===== src/hdl/amss_consts.svh =====
// Timing and field constants for the asynchronous memory strobe sequencer.
// Assumes inclusion by the package and the design module only.
`ifndef AMSS_CONSTS_SVH
`define AMSS_CONSTS_SVH
`define AMSS_CNT_W        8
`define AMSS_ADDR_W       21
`define AMSS_BANK_W       2
`define AMSS_CS_W         4
`define AMSS_EWC_W        8
`define AMSS_WAIT_UNIT    8'h10
`define AMSS_WAIT_LEAD    3'h4
`define AMSS_SYNC_LAG     3'h3
`define AMSS_CS_IDLE      4'hf
`define AMSS_CNT_RST      8'h00
`endif


===== src/hdl/amss_pkg.sv =====
// Types shared by the asynchronous memory strobe sequencer.
// Assumes the constants header is on the include path.
`include "amss_consts.svh"
package amss_pkg;
  typedef logic [`AMSS_CNT_W-1:0]  amss_cnt_t;
  typedef logic [`AMSS_ADDR_W-1:0] amss_addr_t;
  typedef logic [`AMSS_BANK_W-1:0] amss_bank_t;
  typedef logic [`AMSS_CS_W-1:0]   amss_cs_t;
  typedef enum logic [2:0] {
    AMSS_IDLE  = 3'b000,
    AMSS_SETUP = 3'b001,
    AMSS_STRB  = 3'b010,
    AMSS_EXT   = 3'b011,
    AMSS_TAIL  = 3'b100,
    AMSS_HOLD  = 3'b101,
    AMSS_TURN  = 3'b110
  } amss_state_e;
endpackage


===== src/hdl/amss_seq.sv =====
// Asynchronous external memory strobe sequencer: setup, strobe, hold, turnaround.
// Assumes the requester holds its request stable until o_req_ready pulses.
`timescale 1ns/1ps
`default_nettype none
`include "amss_consts.svh"
module amss_seq (
  input  wire logic               i_clk,
  input  wire logic               i_nrst,
  input  wire logic               i_req_valid,
  input  wire logic               i_req_write,
  input  wire amss_pkg::amss_addr_t i_req_addr,
  input  wire amss_pkg::amss_bank_t i_req_bank,
  input  wire amss_pkg::amss_cs_t   i_req_cs_n,
  input  wire logic               i_extended_wait_enable,
  input  wire logic               i_select_strobe,
  input  wire amss_pkg::amss_cnt_t  i_turnaround_count,
  input  wire amss_pkg::amss_cnt_t  i_read_setup_count,
  input  wire amss_pkg::amss_cnt_t  i_read_strobe_count,
  input  wire amss_pkg::amss_cnt_t  i_read_hold_count,
  input  wire amss_pkg::amss_cnt_t  i_write_setup_count,
  input  wire amss_pkg::amss_cnt_t  i_write_strobe_count,
  input  wire amss_pkg::amss_cnt_t  i_write_hold_count,
  input  wire amss_pkg::amss_cnt_t  i_max_external_wait,
  input  wire logic               i_wait_request_in,
  output logic                    o_req_ready,
  output logic                    o_busy,
  output logic                    o_wait_timeout,
  output amss_pkg::amss_cnt_t     o_external_wait_units,
  output amss_pkg::amss_cs_t      o_async_chip_select_n,
  output logic                    o_output_enable_n,
  output logic                    o_write_enable_n,
  output amss_pkg::amss_addr_t    o_mem_address_out,
  output amss_pkg::amss_bank_t    o_bank_select_out
);
  import amss_pkg::*;

  ////////////////////////////////////////////////////////////////////////////
  // A zero count still gives its phase one cycle, so phases never vanish.
  function automatic amss_cnt_t amss_len(input amss_cnt_t n);
    amss_len = (n == `AMSS_CNT_RST) ? 8'h01 : n;
  endfunction

  amss_state_e state_ff, nxt_state;
  amss_cnt_t   cnt_ff, nxt_cnt;
  amss_cnt_t   units_ff, nxt_units;
  logic        write_ff;
  logic        timeout_ff, nxt_timeout;
  logic [2:0]  wsync_ff;
  amss_cs_t    cs_ff;
  amss_addr_t  addr_ff;
  amss_bank_t  bank_ff;
  logic        oe_n_ff, we_n_ff;

  // Wait pin is asynchronous: three stages, change counts when the last two agree.
  logic wait_seen_ff;
  wire  wait_agree = (wsync_ff[1] == wsync_ff[2]);
  wire  wait_now   = wait_agree ? wsync_ff[2] : wait_seen_ff;

  ////////////////////////////////////////////////////////////////////////////
  // Setup, strobe and hold lengths selected by direction; turnaround length is shared.
  wire amss_cnt_t setup_len  = amss_len(write_ff ? i_write_setup_count : i_read_setup_count);
  wire amss_cnt_t strobe_len = amss_len(write_ff ? i_write_strobe_count : i_read_strobe_count);
  wire amss_cnt_t hold_len   = amss_len(write_ff ? i_write_hold_count : i_read_hold_count);
  wire amss_cnt_t turn_len   = amss_len(i_turnaround_count);
  wire            cnt_last   = (cnt_ff == 8'h01);
  wire            take       = (state_ff == AMSS_IDLE) && i_req_valid;
  wire            strobe_on  = (state_ff == AMSS_STRB) || (state_ff == AMSS_EXT) ||
                               (state_ff == AMSS_TAIL);
  wire            cs_on      = i_select_strobe ? strobe_on :
                               ((state_ff == AMSS_SETUP) || strobe_on ||
                                (state_ff == AMSS_HOLD));
  wire            units_full = (units_ff >= i_max_external_wait);

  always_comb begin
    nxt_state   = state_ff;
    nxt_cnt     = cnt_ff;
    nxt_units   = units_ff;
    nxt_timeout = timeout_ff;
    case (state_ff)
      AMSS_IDLE: begin
        if (i_req_valid) begin
          nxt_state   = AMSS_SETUP;
          nxt_cnt     = amss_len(i_req_write ? i_write_setup_count : i_read_setup_count);
          nxt_units   = `AMSS_CNT_RST;
          nxt_timeout = 1'b0;
        end
      end
      AMSS_SETUP: begin
        nxt_cnt = cnt_ff - 8'h01;
        if (cnt_last) begin
          nxt_state = AMSS_STRB;
          nxt_cnt   = strobe_len;
        end
      end
      AMSS_STRB: begin
        nxt_cnt = cnt_ff - 8'h01;
        if (cnt_last) begin
          if (i_extended_wait_enable && wait_now) begin
            nxt_state = AMSS_EXT;
            nxt_cnt   = `AMSS_WAIT_UNIT;
            nxt_units = 8'h01;
          end else begin
            nxt_state = AMSS_HOLD;
            nxt_cnt   = hold_len;
          end
        end
      end
      AMSS_EXT: begin
        // Whole units of sixteen; a released wait lets the strobe end four cycles on.
        // The synchroniser already used three of those four cycles, so the tail is short.
        nxt_cnt = cnt_ff - 8'h01;
        if (!wait_now) begin
          nxt_state = AMSS_TAIL;
          nxt_cnt   = {5'h00, `AMSS_WAIT_LEAD - `AMSS_SYNC_LAG};
        end else if (cnt_last) begin
          nxt_cnt = `AMSS_WAIT_UNIT;
          if (units_full) begin
            nxt_state   = AMSS_HOLD;
            nxt_cnt     = hold_len;
            nxt_timeout = 1'b1;
          end else begin
            nxt_units = units_ff + 8'h01;
          end
        end
      end
      AMSS_TAIL: begin
        nxt_cnt = cnt_ff - 8'h01;
        if (cnt_last) begin
          nxt_state = AMSS_HOLD;
          nxt_cnt   = hold_len;
        end
      end
      AMSS_HOLD: begin
        nxt_cnt = cnt_ff - 8'h01;
        if (cnt_last) begin
          nxt_state = AMSS_TURN;
          nxt_cnt   = turn_len;
        end
      end
      AMSS_TURN: begin
        nxt_cnt = cnt_ff - 8'h01;
        if (cnt_last) begin
          nxt_state = AMSS_IDLE;
        end
      end
      default: begin
        nxt_state = AMSS_IDLE;
      end
    endcase
  end

  ////////////////////////////////////////////////////////////////////////////
  always_ff @(posedge i_clk) begin
    if (!i_nrst) begin
      state_ff     <= AMSS_IDLE;
      cnt_ff       <= `AMSS_CNT_RST;
      units_ff     <= `AMSS_CNT_RST;
      timeout_ff   <= 1'b0;
      wsync_ff     <= 3'h0;
      wait_seen_ff <= 1'b0;
    end else begin
      state_ff     <= nxt_state;
      cnt_ff       <= nxt_cnt;
      units_ff     <= nxt_units;
      timeout_ff   <= nxt_timeout;
      wsync_ff     <= {wsync_ff[1:0], i_wait_request_in};
      wait_seen_ff <= wait_now;
    end
  end

  // Address, bank and select latch at acceptance and stay put until the next one.
  always_ff @(posedge i_clk) begin
    if (!i_nrst) begin
      write_ff <= 1'b0;
      addr_ff  <= '0;
      bank_ff  <= '0;
      cs_ff    <= `AMSS_CS_IDLE;
    end else if (take) begin
      write_ff <= i_req_write;
      addr_ff  <= i_req_addr;
      bank_ff  <= i_req_bank;
      cs_ff    <= i_req_cs_n;
    end
  end

  // Strobe pins are registered from the next state so each strobe edge is glitch free; select is decoded from the current state.
  wire nxt_strobe = (nxt_state == AMSS_STRB) || (nxt_state == AMSS_EXT) ||
                    (nxt_state == AMSS_TAIL);
  always_ff @(posedge i_clk) begin
    if (!i_nrst) begin
      oe_n_ff <= 1'b1;
      we_n_ff <= 1'b1;
    end else begin
      oe_n_ff <= !(nxt_strobe && !write_ff);
      we_n_ff <= !(nxt_strobe && write_ff);
    end
  end

  assign o_req_ready           = take;
  assign o_busy                = (state_ff != AMSS_IDLE);
  assign o_wait_timeout        = timeout_ff;
  assign o_external_wait_units = units_ff;
  assign o_async_chip_select_n = cs_on ? cs_ff : `AMSS_CS_IDLE;
  assign o_output_enable_n     = oe_n_ff;
  assign o_write_enable_n      = we_n_ff;
  assign o_mem_address_out     = addr_ff;
  assign o_bank_select_out     = bank_ff;

  ////////////////////////////////////////////////////////////////////////////
  read_len_a: assert property (@(posedge i_clk) disable iff (!i_nrst)
    (state_ff == AMSS_IDLE && i_req_valid && !i_req_write && !i_extended_wait_enable &&
     i_read_setup_count == 8'h02 && i_read_strobe_count == 8'h03 &&
     i_read_hold_count == 8'h01) |=> (state_ff != AMSS_IDLE)[*6] ##1 state_ff == AMSS_TURN)
    else $error("read access length wrong");
  oe_width_a: assert property (@(posedge i_clk) disable iff (!i_nrst)
    ($fell(o_output_enable_n) && !i_extended_wait_enable && i_read_strobe_count == 8'h03)
    |-> !o_output_enable_n[*3] ##1 o_output_enable_n)
    else $error("read strobe width wrong");
  we_cs_a: assert property (@(posedge i_clk) disable iff (!i_nrst)
    (!o_write_enable_n) |-> (o_async_chip_select_n != `AMSS_CS_IDLE || cs_ff == `AMSS_CS_IDLE))
    else $error("write strobe outside select");
  ss_fall_a: assert property (@(posedge i_clk) disable iff (!i_nrst)
    (i_select_strobe && $fell(o_output_enable_n)) |-> $past(o_async_chip_select_n) == `AMSS_CS_IDLE)
    else $error("select did not fall with strobe");
  addr_hold_a: assert property (@(posedge i_clk) disable iff (!i_nrst)
    (state_ff == AMSS_HOLD) |-> $stable(o_mem_address_out) && $stable(o_bank_select_out))
    else $error("address moved in hold");
  tail_four_a: assert property (@(posedge i_clk) disable iff (!i_nrst)
    (state_ff == AMSS_EXT && nxt_state == AMSS_TAIL) |=> state_ff == AMSS_TAIL
    ##1 state_ff == AMSS_HOLD)
    else $error("strobe did not end four cycles after wait release");
  wait_cap_a: assert property (@(posedge i_clk) disable iff (!i_nrst)
    (state_ff == AMSS_EXT) |-> units_ff <= i_max_external_wait || i_max_external_wait == 8'h00)
    else $error("wait units beyond maximum");
  turn_gap_a: assert property (@(posedge i_clk) disable iff (!i_nrst)
    (state_ff == AMSS_HOLD && cnt_last && i_turnaround_count == 8'h02) |=>
    o_busy && !o_req_ready ##1 o_busy ##1 !o_busy)
    else $error("turnaround gap wrong");

  ////////////////////////////////////////////////////////////////////////////
  // Pin and state checks for the write path, the select edges and the wait counting.
  write_len_a: assert property (@(posedge i_clk) disable iff (!i_nrst)
    (state_ff == AMSS_IDLE && i_req_valid && i_req_write && !i_extended_wait_enable &&
     i_write_setup_count == 8'h03 && i_write_strobe_count == 8'h02 &&
     i_write_hold_count == 8'h02) |=> (state_ff != AMSS_IDLE)[*7] ##1 state_ff == AMSS_TURN)
    else $error("write access length wrong");
  we_width_a: assert property (@(posedge i_clk) disable iff (!i_nrst)
    ($fell(o_write_enable_n) && !i_extended_wait_enable && i_write_strobe_count == 8'h02)
    |-> !o_write_enable_n[*2] ##1 o_write_enable_n)
    else $error("write strobe width wrong");
  cs_lead_a: assert property (@(posedge i_clk) disable iff (!i_nrst)
    ($fell(o_output_enable_n) && !i_select_strobe && i_read_setup_count == 8'h02) |->
    $past(o_async_chip_select_n, 2) != `AMSS_CS_IDLE &&
    $past(o_async_chip_select_n, 3) == `AMSS_CS_IDLE)
    else $error("select lead before read strobe wrong");
  cs_trail_a: assert property (@(posedge i_clk) disable iff (!i_nrst)
    ($rose(o_output_enable_n) && !i_select_strobe && i_read_hold_count == 8'h01) |->
    o_async_chip_select_n != `AMSS_CS_IDLE ##1 o_async_chip_select_n == `AMSS_CS_IDLE)
    else $error("select trail after read strobe wrong");
  ss_rise_a: assert property (@(posedge i_clk) disable iff (!i_nrst)
    (i_select_strobe && $rose(o_write_enable_n)) |-> o_async_chip_select_n == `AMSS_CS_IDLE)
    else $error("select did not rise with write strobe");
  addr_setup_a: assert property (@(posedge i_clk) disable iff (!i_nrst)
    $fell(o_write_enable_n) |-> $stable(o_mem_address_out) && $stable(o_bank_select_out))
    else $error("address moved at write strobe");
  unit_step_a: assert property (@(posedge i_clk) disable iff (!i_nrst)
    (state_ff == AMSS_EXT && $changed(units_ff)) |-> units_ff == $past(units_ff) + 8'h01)
    else $error("wait units skipped");
  unit_start_a: assert property (@(posedge i_clk) disable iff (!i_nrst)
    (state_ff == AMSS_STRB && nxt_state == AMSS_EXT) |=>
    cnt_ff == `AMSS_WAIT_UNIT && units_ff == 8'h01)
    else $error("wait unit did not start at sixteen");
  timeout_flag_a: assert property (@(posedge i_clk) disable iff (!i_nrst)
    $rose(o_wait_timeout) |-> state_ff == AMSS_HOLD &&
    $past(units_ff) >= $past(i_max_external_wait))
    else $error("timeout raised before maximum wait");
  idle_pins_a: assert property (@(posedge i_clk) disable iff (!i_nrst)
    !o_busy |-> o_output_enable_n && o_write_enable_n &&
    o_async_chip_select_n == `AMSS_CS_IDLE)
    else $error("strobe or select active while idle");
endmodule
`default_nettype wire


===== config.mk =====
export PLATFORM = sky130hd
export DESIGN_NAME = amss_seq
export DESIGN_NICKNAME = d
export VERILOG_FILES = /design/src/hdl/amss_pkg.sv /design/src/hdl/amss_seq.sv
export VERILOG_INCLUDE_DIRS = /design/src /design/src/hdl
export SDC_FILE = /design/constraint.sdc
export NUM_CORES = 1
export LEC_CHECK = 0
export BUFFER_PORTS_ARGS = -buffer_cell sky130_fd_sc_hd__buf_4
export CORE_ASPECT_RATIO = 0.75
export CORE_MARGIN = 4
export CORE_UTILIZATION = 45
export DETAILED_ROUTE_END_ITERATION = 8
export PLACE_DENSITY = 0.74
export SYNTH_ARGS = -nofsm -noshare
export SYNTH_HDL_FRONTEND = slang
export SYNTH_SLANG_ARGS = --single-unit

===== constraint.sdc =====
create_clock -name i_clk -period 2.35 [get_ports i_clk]
set_clock_uncertainty 0.15 [all_clocks]
set_input_delay 0.3525 -clock i_clk [delete_from_list [all_inputs] [get_ports i_clk]]
set_output_delay 0.3525 -clock i_clk [all_outputs]
set_load 0.02 [all_outputs]

==> results.md, run 1 <==
- Status: completed
- Die Width: roughly 110 um
- Worst Path Max Fanout: 4
- PwrDens: slightly below 500 nW/um^2
- Most common cell in the synthesized netlist: nand2_1
- DR iter-0 viols: around 390
- Largest cells by area after synthesis: dfxtp_1 30%, nand2_1 9.3%, a21boi_0 5.3%
- Post-synth EDFFs: 0
- DP Area: slightly above 5000 um^2
- Fin. max-slew vios: 0
- Area share of the leading cell type in the synthesized netlist: 0.296
- Post-Synthesis Mean Instance Area: about 7.5 um^2
- WS Path Type: reg2reg
- # port buffers: ~140
- Ys Warns: 0
- Post-synthesis sequential area ratio: 0.296
- Combinational Power Share: 0.352
- Die footprint: around 9600 um^2
- CTS tree: yes
- Critical path, cell by cell: ha_4 > a21o_1 > a221o_1 > a211oi_2 > o21ai_2 > or4_1 > a21boi_1
- Die Ht: 86.0 um
- Sw Ratio: 0.333
- Worst slack at placement: -227 ps
- Maximum vdd drop: 0.359 mV
- Tcrit/Tclk final: 0.989
- Slowest-stage cell, CP: or4_1
- Clock root cell: clkbuf_8
- HPWL Detailed: 9790 um
- Largest stage delay, worst path: approximately 520 ps
- Clk sink count: 54
- DR WL/cell: 16.7 um
- DRT antenna net count: 0
- Fin nets: 758
- Drt total wl: ~13000 um
- Gpl congestion: 0.957
- Drt via density: about 5.6
- Total grt overflow: 0
- Setup TNS: 0 ps
- Cell variety after synth: 65
- Fin area: 5300 um^2
- Residual DRC: 0
- Htree depth: 2
- Ant. Diodes: 0
- Peak Freq: around 430 MHz
- CP endpoint kind: flop
- Power Total: ~0.0026 W
- Clock-pin transition on the worst setup and hold timing paths: 110 ps
- Worst-case clock buffer depth: 2
- P_int: ~0.0017 W
- Max-Slew Margin vs Limit: 0.587
- Clock buffer count from CTS: 5
- Vias in the first global route: 4145
- Area grow syn2layout: 44.9%
- Psw: between 0.0008 and 0.0009 W
- Top cell types by occurrence after synthesis: 91 x nand2_1, 54 x dfxtp_1, 36 x a21oi_1, 26 x a21boi_0, 24 x clkbuf_1
- Core area: roughly 8000 um^2
- DR vias: between 4000 and 5000
- Worst reg2reg setup slack: around 25 ps
- Synth area leader: dfxtp_1
- Number of synthesized register bits: 54
- Setup WS post-layout: 25.3 ps
- Initial Util: 0.464
- Wire length of the first global-routing pass: about 20000 um
- Startpoint types: flop
- Share of layout cells above drive strength 1: 0.358
- Top_reg_cell synth: dfxtp_1
- I/O pin cnt: 138
- Asr flop ratio synth: 0
- Critical path data arrival time: ~2400 ps
- Cell Area, Synth: approximately 3700 um^2
- Global Route Usage Sum: 0.253
- Pin count of the biggest net entering global routing: 31
- Synth Instances: 487
- Actual slew at the worst max-slew pin: 619 ps
- Clock power share: 0.251
- Hold WC Path Type: in2reg
- Initial antenna violation count: 0
- Row Count: 28
- Seq pwr share: 0.397
- RSZ-0062 raised after global routing: yes
- Leak: 2.30 nW
- MaxCap Viol Count: 0
- Final hold violation count: 0
- # fillers: a little under 700
- Post-route minimum period: ~2300 ps
- Required @ worst endpoint: around 2500 ps
- Skew-Pair Late Insertion Delay: a little over 300 ps
- Synthesized Nets: 596
- Setup Viol. Count Final: 0
- Pre-antenna DRT Iters: 5
worst max-delay path, delay by kind of cell, from the launching register on:
kind / cells / cell delay [ps]
flip-flops: 1 / 370
AND/OR/NAND/NOR: 1 / 520
adder cells (fa/ha/maj): 1 / 200
AO/OA/AOI/OAI: 5 / 1020
power groups by stage:
stage	clock network [W]	registers, W	logic [W]
floorplan	0	0.00107	0.000465
global placement	0	0.00104	0.000858
detailed placement	0	0.00104	0.000868
CTS	0.000656	0.00102	0.000883
global route	0.000694	0.00103	0.000980
finish	0.000646	0.00102	0.000907
logic make-up (layout without fill, tap and decap cells):
logic type	after synthesis	count (layout)	share of synthesized area
xor+xnor	4	4	0.00959
fa+ha+maj	12	12	0.0404
flops	54	54	0.296
simple gates	201	201	0.273
compound gates	145	145	0.263
buf+inv	49	212	0.0565
mux	22	22	0.0613
final cells by class:
cell class	instances	area, um^2	area share
tap	105	131	0.0248
sequential	54	1090	0.206
inverter	16	60.1	0.0113
timing repair buffer	188	1430	0.269
clock inverter	2	37.5	0.00709
clock buffer	6	72.6	0.0137
multi-input combinational	384	2480	0.468
metrics by stage:
step	util	hold WS, ps	cells
6_report	0.672	91.8	755
5_1_grt	0.672	86.6	755
4_1_cts	0.665	88.1	755
3_5_place_dp	0.641	277	744
3_3_place_gp	0.641	269	744
2_1_floorplan	-	262	487
per-layer routing:
metal	up-vias	share of wire	GRT usage
li1	2085	-	-
met1	1922	0.43	0.332
met2	225	0.44	0.409
met3	20	0.12	0.0853
met4	0	0.011	0.0491
met5	-	0	0
path summary, 6_finish.rpt:
path	from	to	cells past startpoint
worst max-delay path	o_external_wait_units[6]	o_external_wait_units[7]	7
worst min-delay path	i_req_cs_n[1]	cs_ff[1]	3
worst max register to register	o_external_wait_units[6]	o_external_wait_units[7]	7
worst min register to register	wsync_ff[0]	wsync_ff[1]	1
registers in the layout, summed over array words and instances (netlist names):
register               cells
o_mem_address_out         21
cnt_ff                     8
cs_ff                      4
write_ff                   1
o_external_wait_units      8
o_write_enable_n           1
wait_seen_ff               1
o_wait_timeout             1
wsync_ff                   3
o_bank_select_out          2
o_output_enable_n          1
state_ff                   3
repair_timing:
action	in CTS	in global routing
buffers inserted	2	0
hold buffers	0	0
gates resized for setup	9	15
cloned	1	0
pin swaps	6	4
endpoints found under the setup margin	9	20
cell usage in the layout (no fill, tap or decap), types with 3 or more instances in the layout:
master | synthesis | routed
dfxtp_2 | 0 | 5
a21oi_1 | 36 | 33
nor2b_1 | 7 | 7
or4_1 | 7 | 7
and2_1 | 8 | 8
ha_1 | 11 | 6
nor4_1 | 9 | 8
a21boi_1 | 4 | 5
a31oi_1 | 3 | 3
o21ai_1 | 6 | 5
buf_4 | 1 | 185
a211oi_2 | 1 | 3
a21o_1 | 3 | 3
and3_1 | 5 | 5
nor2_1 | 23 | 22
o211ai_1 | 6 | 6
o22ai_1 | 4 | 3
xor2_1 | 3 | 3
a211oi_1 | 8 | 6
nor3_1 | 10 | 10
clkbuf_8 | 0 | 5
inv_1 | 16 | 16
or3_1 | 5 | 5
nand2b_1 | 8 | 8
nand3_1 | 15 | 15
o21ai_0 | 22 | 21
o31ai_1 | 3 | 3
a21oi_2 | 0 | 3
mux2_2 | 3 | 3
mux2i_1 | 19 | 19
dfxtp_1 | 54 | 48
ha_4 | 0 | 4
a21boi_0 | 26 | 24
nand2_1 | 91 | 91
Note: power is estimated with default switching activity, not from simulation.
==> run 2: changes to the inputs <==
- CORE_MARGIN: 4 -> unset
- SETUP_SLACK_MARGIN: unset -> 0.15
==> run 2 against run 1 <==
Maximum frequency is 0.80% higher. Combinational power up 17%. Largest power group is now combinational cells. Design area up 7.0%. Critical path type unchanged. Flip-flop and latch count unchanged.
==> results.md, run 2 (synthesis results as in run 1) <==
- Row Count: 28 (unchanged)
- Max-Slew Margin vs Limit: 0.639 (+0.0517)
- Required @ worst endpoint: 2460 ps (about the same)
- Maximum vdd drop: 0.337 mV (-6.0%)
- Initial Util: 0.464 (unchanged)
- CTS tree: yes
- Pin count of the biggest net entering global routing: 49 (+58%)
- Critical path data arrival time: 2410 ps (about the same)
- Hold Slack: 84.9 ps (-6.83 ps)
- Vias in the first global route: 4265 (+2.9%)
- Worst slack at placement: -185 ps (+41.9 ps)
- Initial antenna violation count: 0 (unchanged)
- RSZ-0062 raised after global routing: yes
- Peak Freq: 434 MHz (+0.80%)
- MaxCap Viol Count: 0 (unchanged)
- Hold WC Path Type: in2reg
- # port buffers: 137 (unchanged)
- DR WL/cell: 16.8 um (+0.35%)
- Share of layout cells above drive strength 1: 0.426 (+0.0675)
- Clock root cell: clkbuf_8
- DRT antenna net count: 0 (unchanged)
- WL met1: 5670 um (+4.4%)
- Setup Viol. Count Final: 0 (unchanged)
- Post-Place Cells: 753 (+1.2%)
- Most common cell after layout, fill and taps aside: buf_4
- Worst Path Max Fanout: 6 (+2)
- # fillers: 615 (-8.9%)
- Fin nets: 777 (+2.5%)
- HPWL Detailed: 9440 um (-3.6%)
- Die Width: 106 um (-5.4%)
- Drt total wl: 13000 um (+2.9%)
- PwrDens: 470 nW/um^2 (-3.3%)
- Die Ht: 80.0 um (-7.0%)
- Core area: 7880 um^2 (unchanged)
- Tcrit/Tclk final: 0.981 (-0.00781)
- Actual slew at the worst max-slew pin: 541 ps (-78.4 ps)
- DR iter-0 viols: 379 (-3.6%)
- Commonest cells after routing, fill and taps aside: 191 x buf_4, 91 x nand2_1, 39 x dfxtp_1, 29 x a21oi_1, 24 x a21boi_0
- Area grow syn2layout: 55.0%
- Top sig layer: met4
- WL met3: 1400 um (-6.3%)
- Startpoint types: flop
- Gpl congestion: 0.998 (+4.2%)
- Power Total: 0.00267 W (+3.5%)
- Skew-Pair Late Insertion Delay: 320 ps (about the same)
- Global Route Usage Sum: 0.302 (+0.0491)
- Clk sink count: 54 (unchanged)
- Status: completed
- Ant. Diodes: 0 (unchanged)
- Worst-case clock buffer depth: 2 (unchanged)
- Fin cells: 774 (+2.5%)
- Total grt overflow: 0 (unchanged)
- I/O pin cnt: 138 (unchanged)
- Fin. max-slew vios: 0 (unchanged)
- DR vias: 4433 (+4.3%)
- Clock buffer count from CTS: 5 (unchanged)
- Post-route minimum period: 2310 ps (-18.4 ps)
- Die footprint: 8490 um^2 (-12%)
- WS Path Type: reg2reg
- Met2 WL: 5690 um (+2.5%)
- Largest register FFs: 21 (unchanged)
- Final hold violation count: 0 (unchanged)
- Clock-pin transition on the worst setup and hold timing paths: 120 ps (about the same)
- Pre-antenna DRT Iters: 5 (unchanged)
- Wire length of the first global-routing pass: 20400 um (+0.85%)
- CP endpoint kind: flop
- Leak: 2.43 nW (+5.4%)
- Drt via density: 5.73 (+1.7%)
- Htree depth: 2 (unchanged)
- Final core occ: 0.719 (+0.0470)
- Residual DRC: 0 (unchanged)
- Setup WS post-layout: 43.6 ps (+18.4 ps)
run 2: final cells by class:
type / count / area [um^2] / share of cell area
tap: 105 / 131 / 0.0232
sequential: 54 / 1110 / 0.197
timing repair buffer: 206 / 1610 / 0.284
clock inverter: 3 / 28.8 / 0.00508
clock buffer: 5 / 68.8 / 0.0121
inverter: 16 / 60.1 / 0.0106
multi-input combinational: 385 / 2650 / 0.468
run 2: critical path: stages (launching register included):
cell and delay (ps):
dfxtp_4 370, ha_4 210, and3_4 160, a221o_2 420
a211oi_4 260, o21ai_4 130, or4_1 420, a21boi_1 130
run 2: per-layer routing:
metal  up-vias  track usage
met5         -            0
met2       266        0.478
met4         0       0.0903
met1      2024        0.403
li1       2113            -
met3        30       0.0767
run 2: timing repair:
item,4_1_cts,5_1_grt
cloned,2,0
resized for setup,28,46
pin swaps,11,24
buffers inserted,9,2
endpoints found under the setup margin,20,25
hold buffers,0,0
run 2: per-stage QoR:
| step | cell area, um^2 | setup TNS [ps] |
|---|---|---|
| after floorplan | 3730 | 0 |
| after global placement | 5170 | -679 |
| after detailed placement | 5170 | -1440 |
| after CTS | 5470 | 0 |
| after global routing | 5670 | -25.0 |
| final | 5670 | 0 |
run 2: final timing paths:
| path | startpoint | endpoint | slack, ps | cells after the start |
|---|---|---|---|---|
| worst max-delay path | o_external_wait_units[7] | o_external_wait_units[7] | 40 | 7 |
| worst min register to register | wsync_ff[0] | wsync_ff[1] | 320 | 1 |
| worst max register to register | o_external_wait_units[7] | o_external_wait_units[7] | 40 | 7 |
| worst min-delay path | i_wait_request_in | wsync_ff[0] | 80 | 2 |
run 2: power by group:
part / total, W / internal, W / switching, W
Combinational: 0.00106 / 0.000511 / 0.000552
Clock: 0.000574 / 0.000222 / 0.000352
Sequential: 0.00103 / 0.000973 / 0.0000555
Total: 0.00267 / 0.00171 / 0.000959
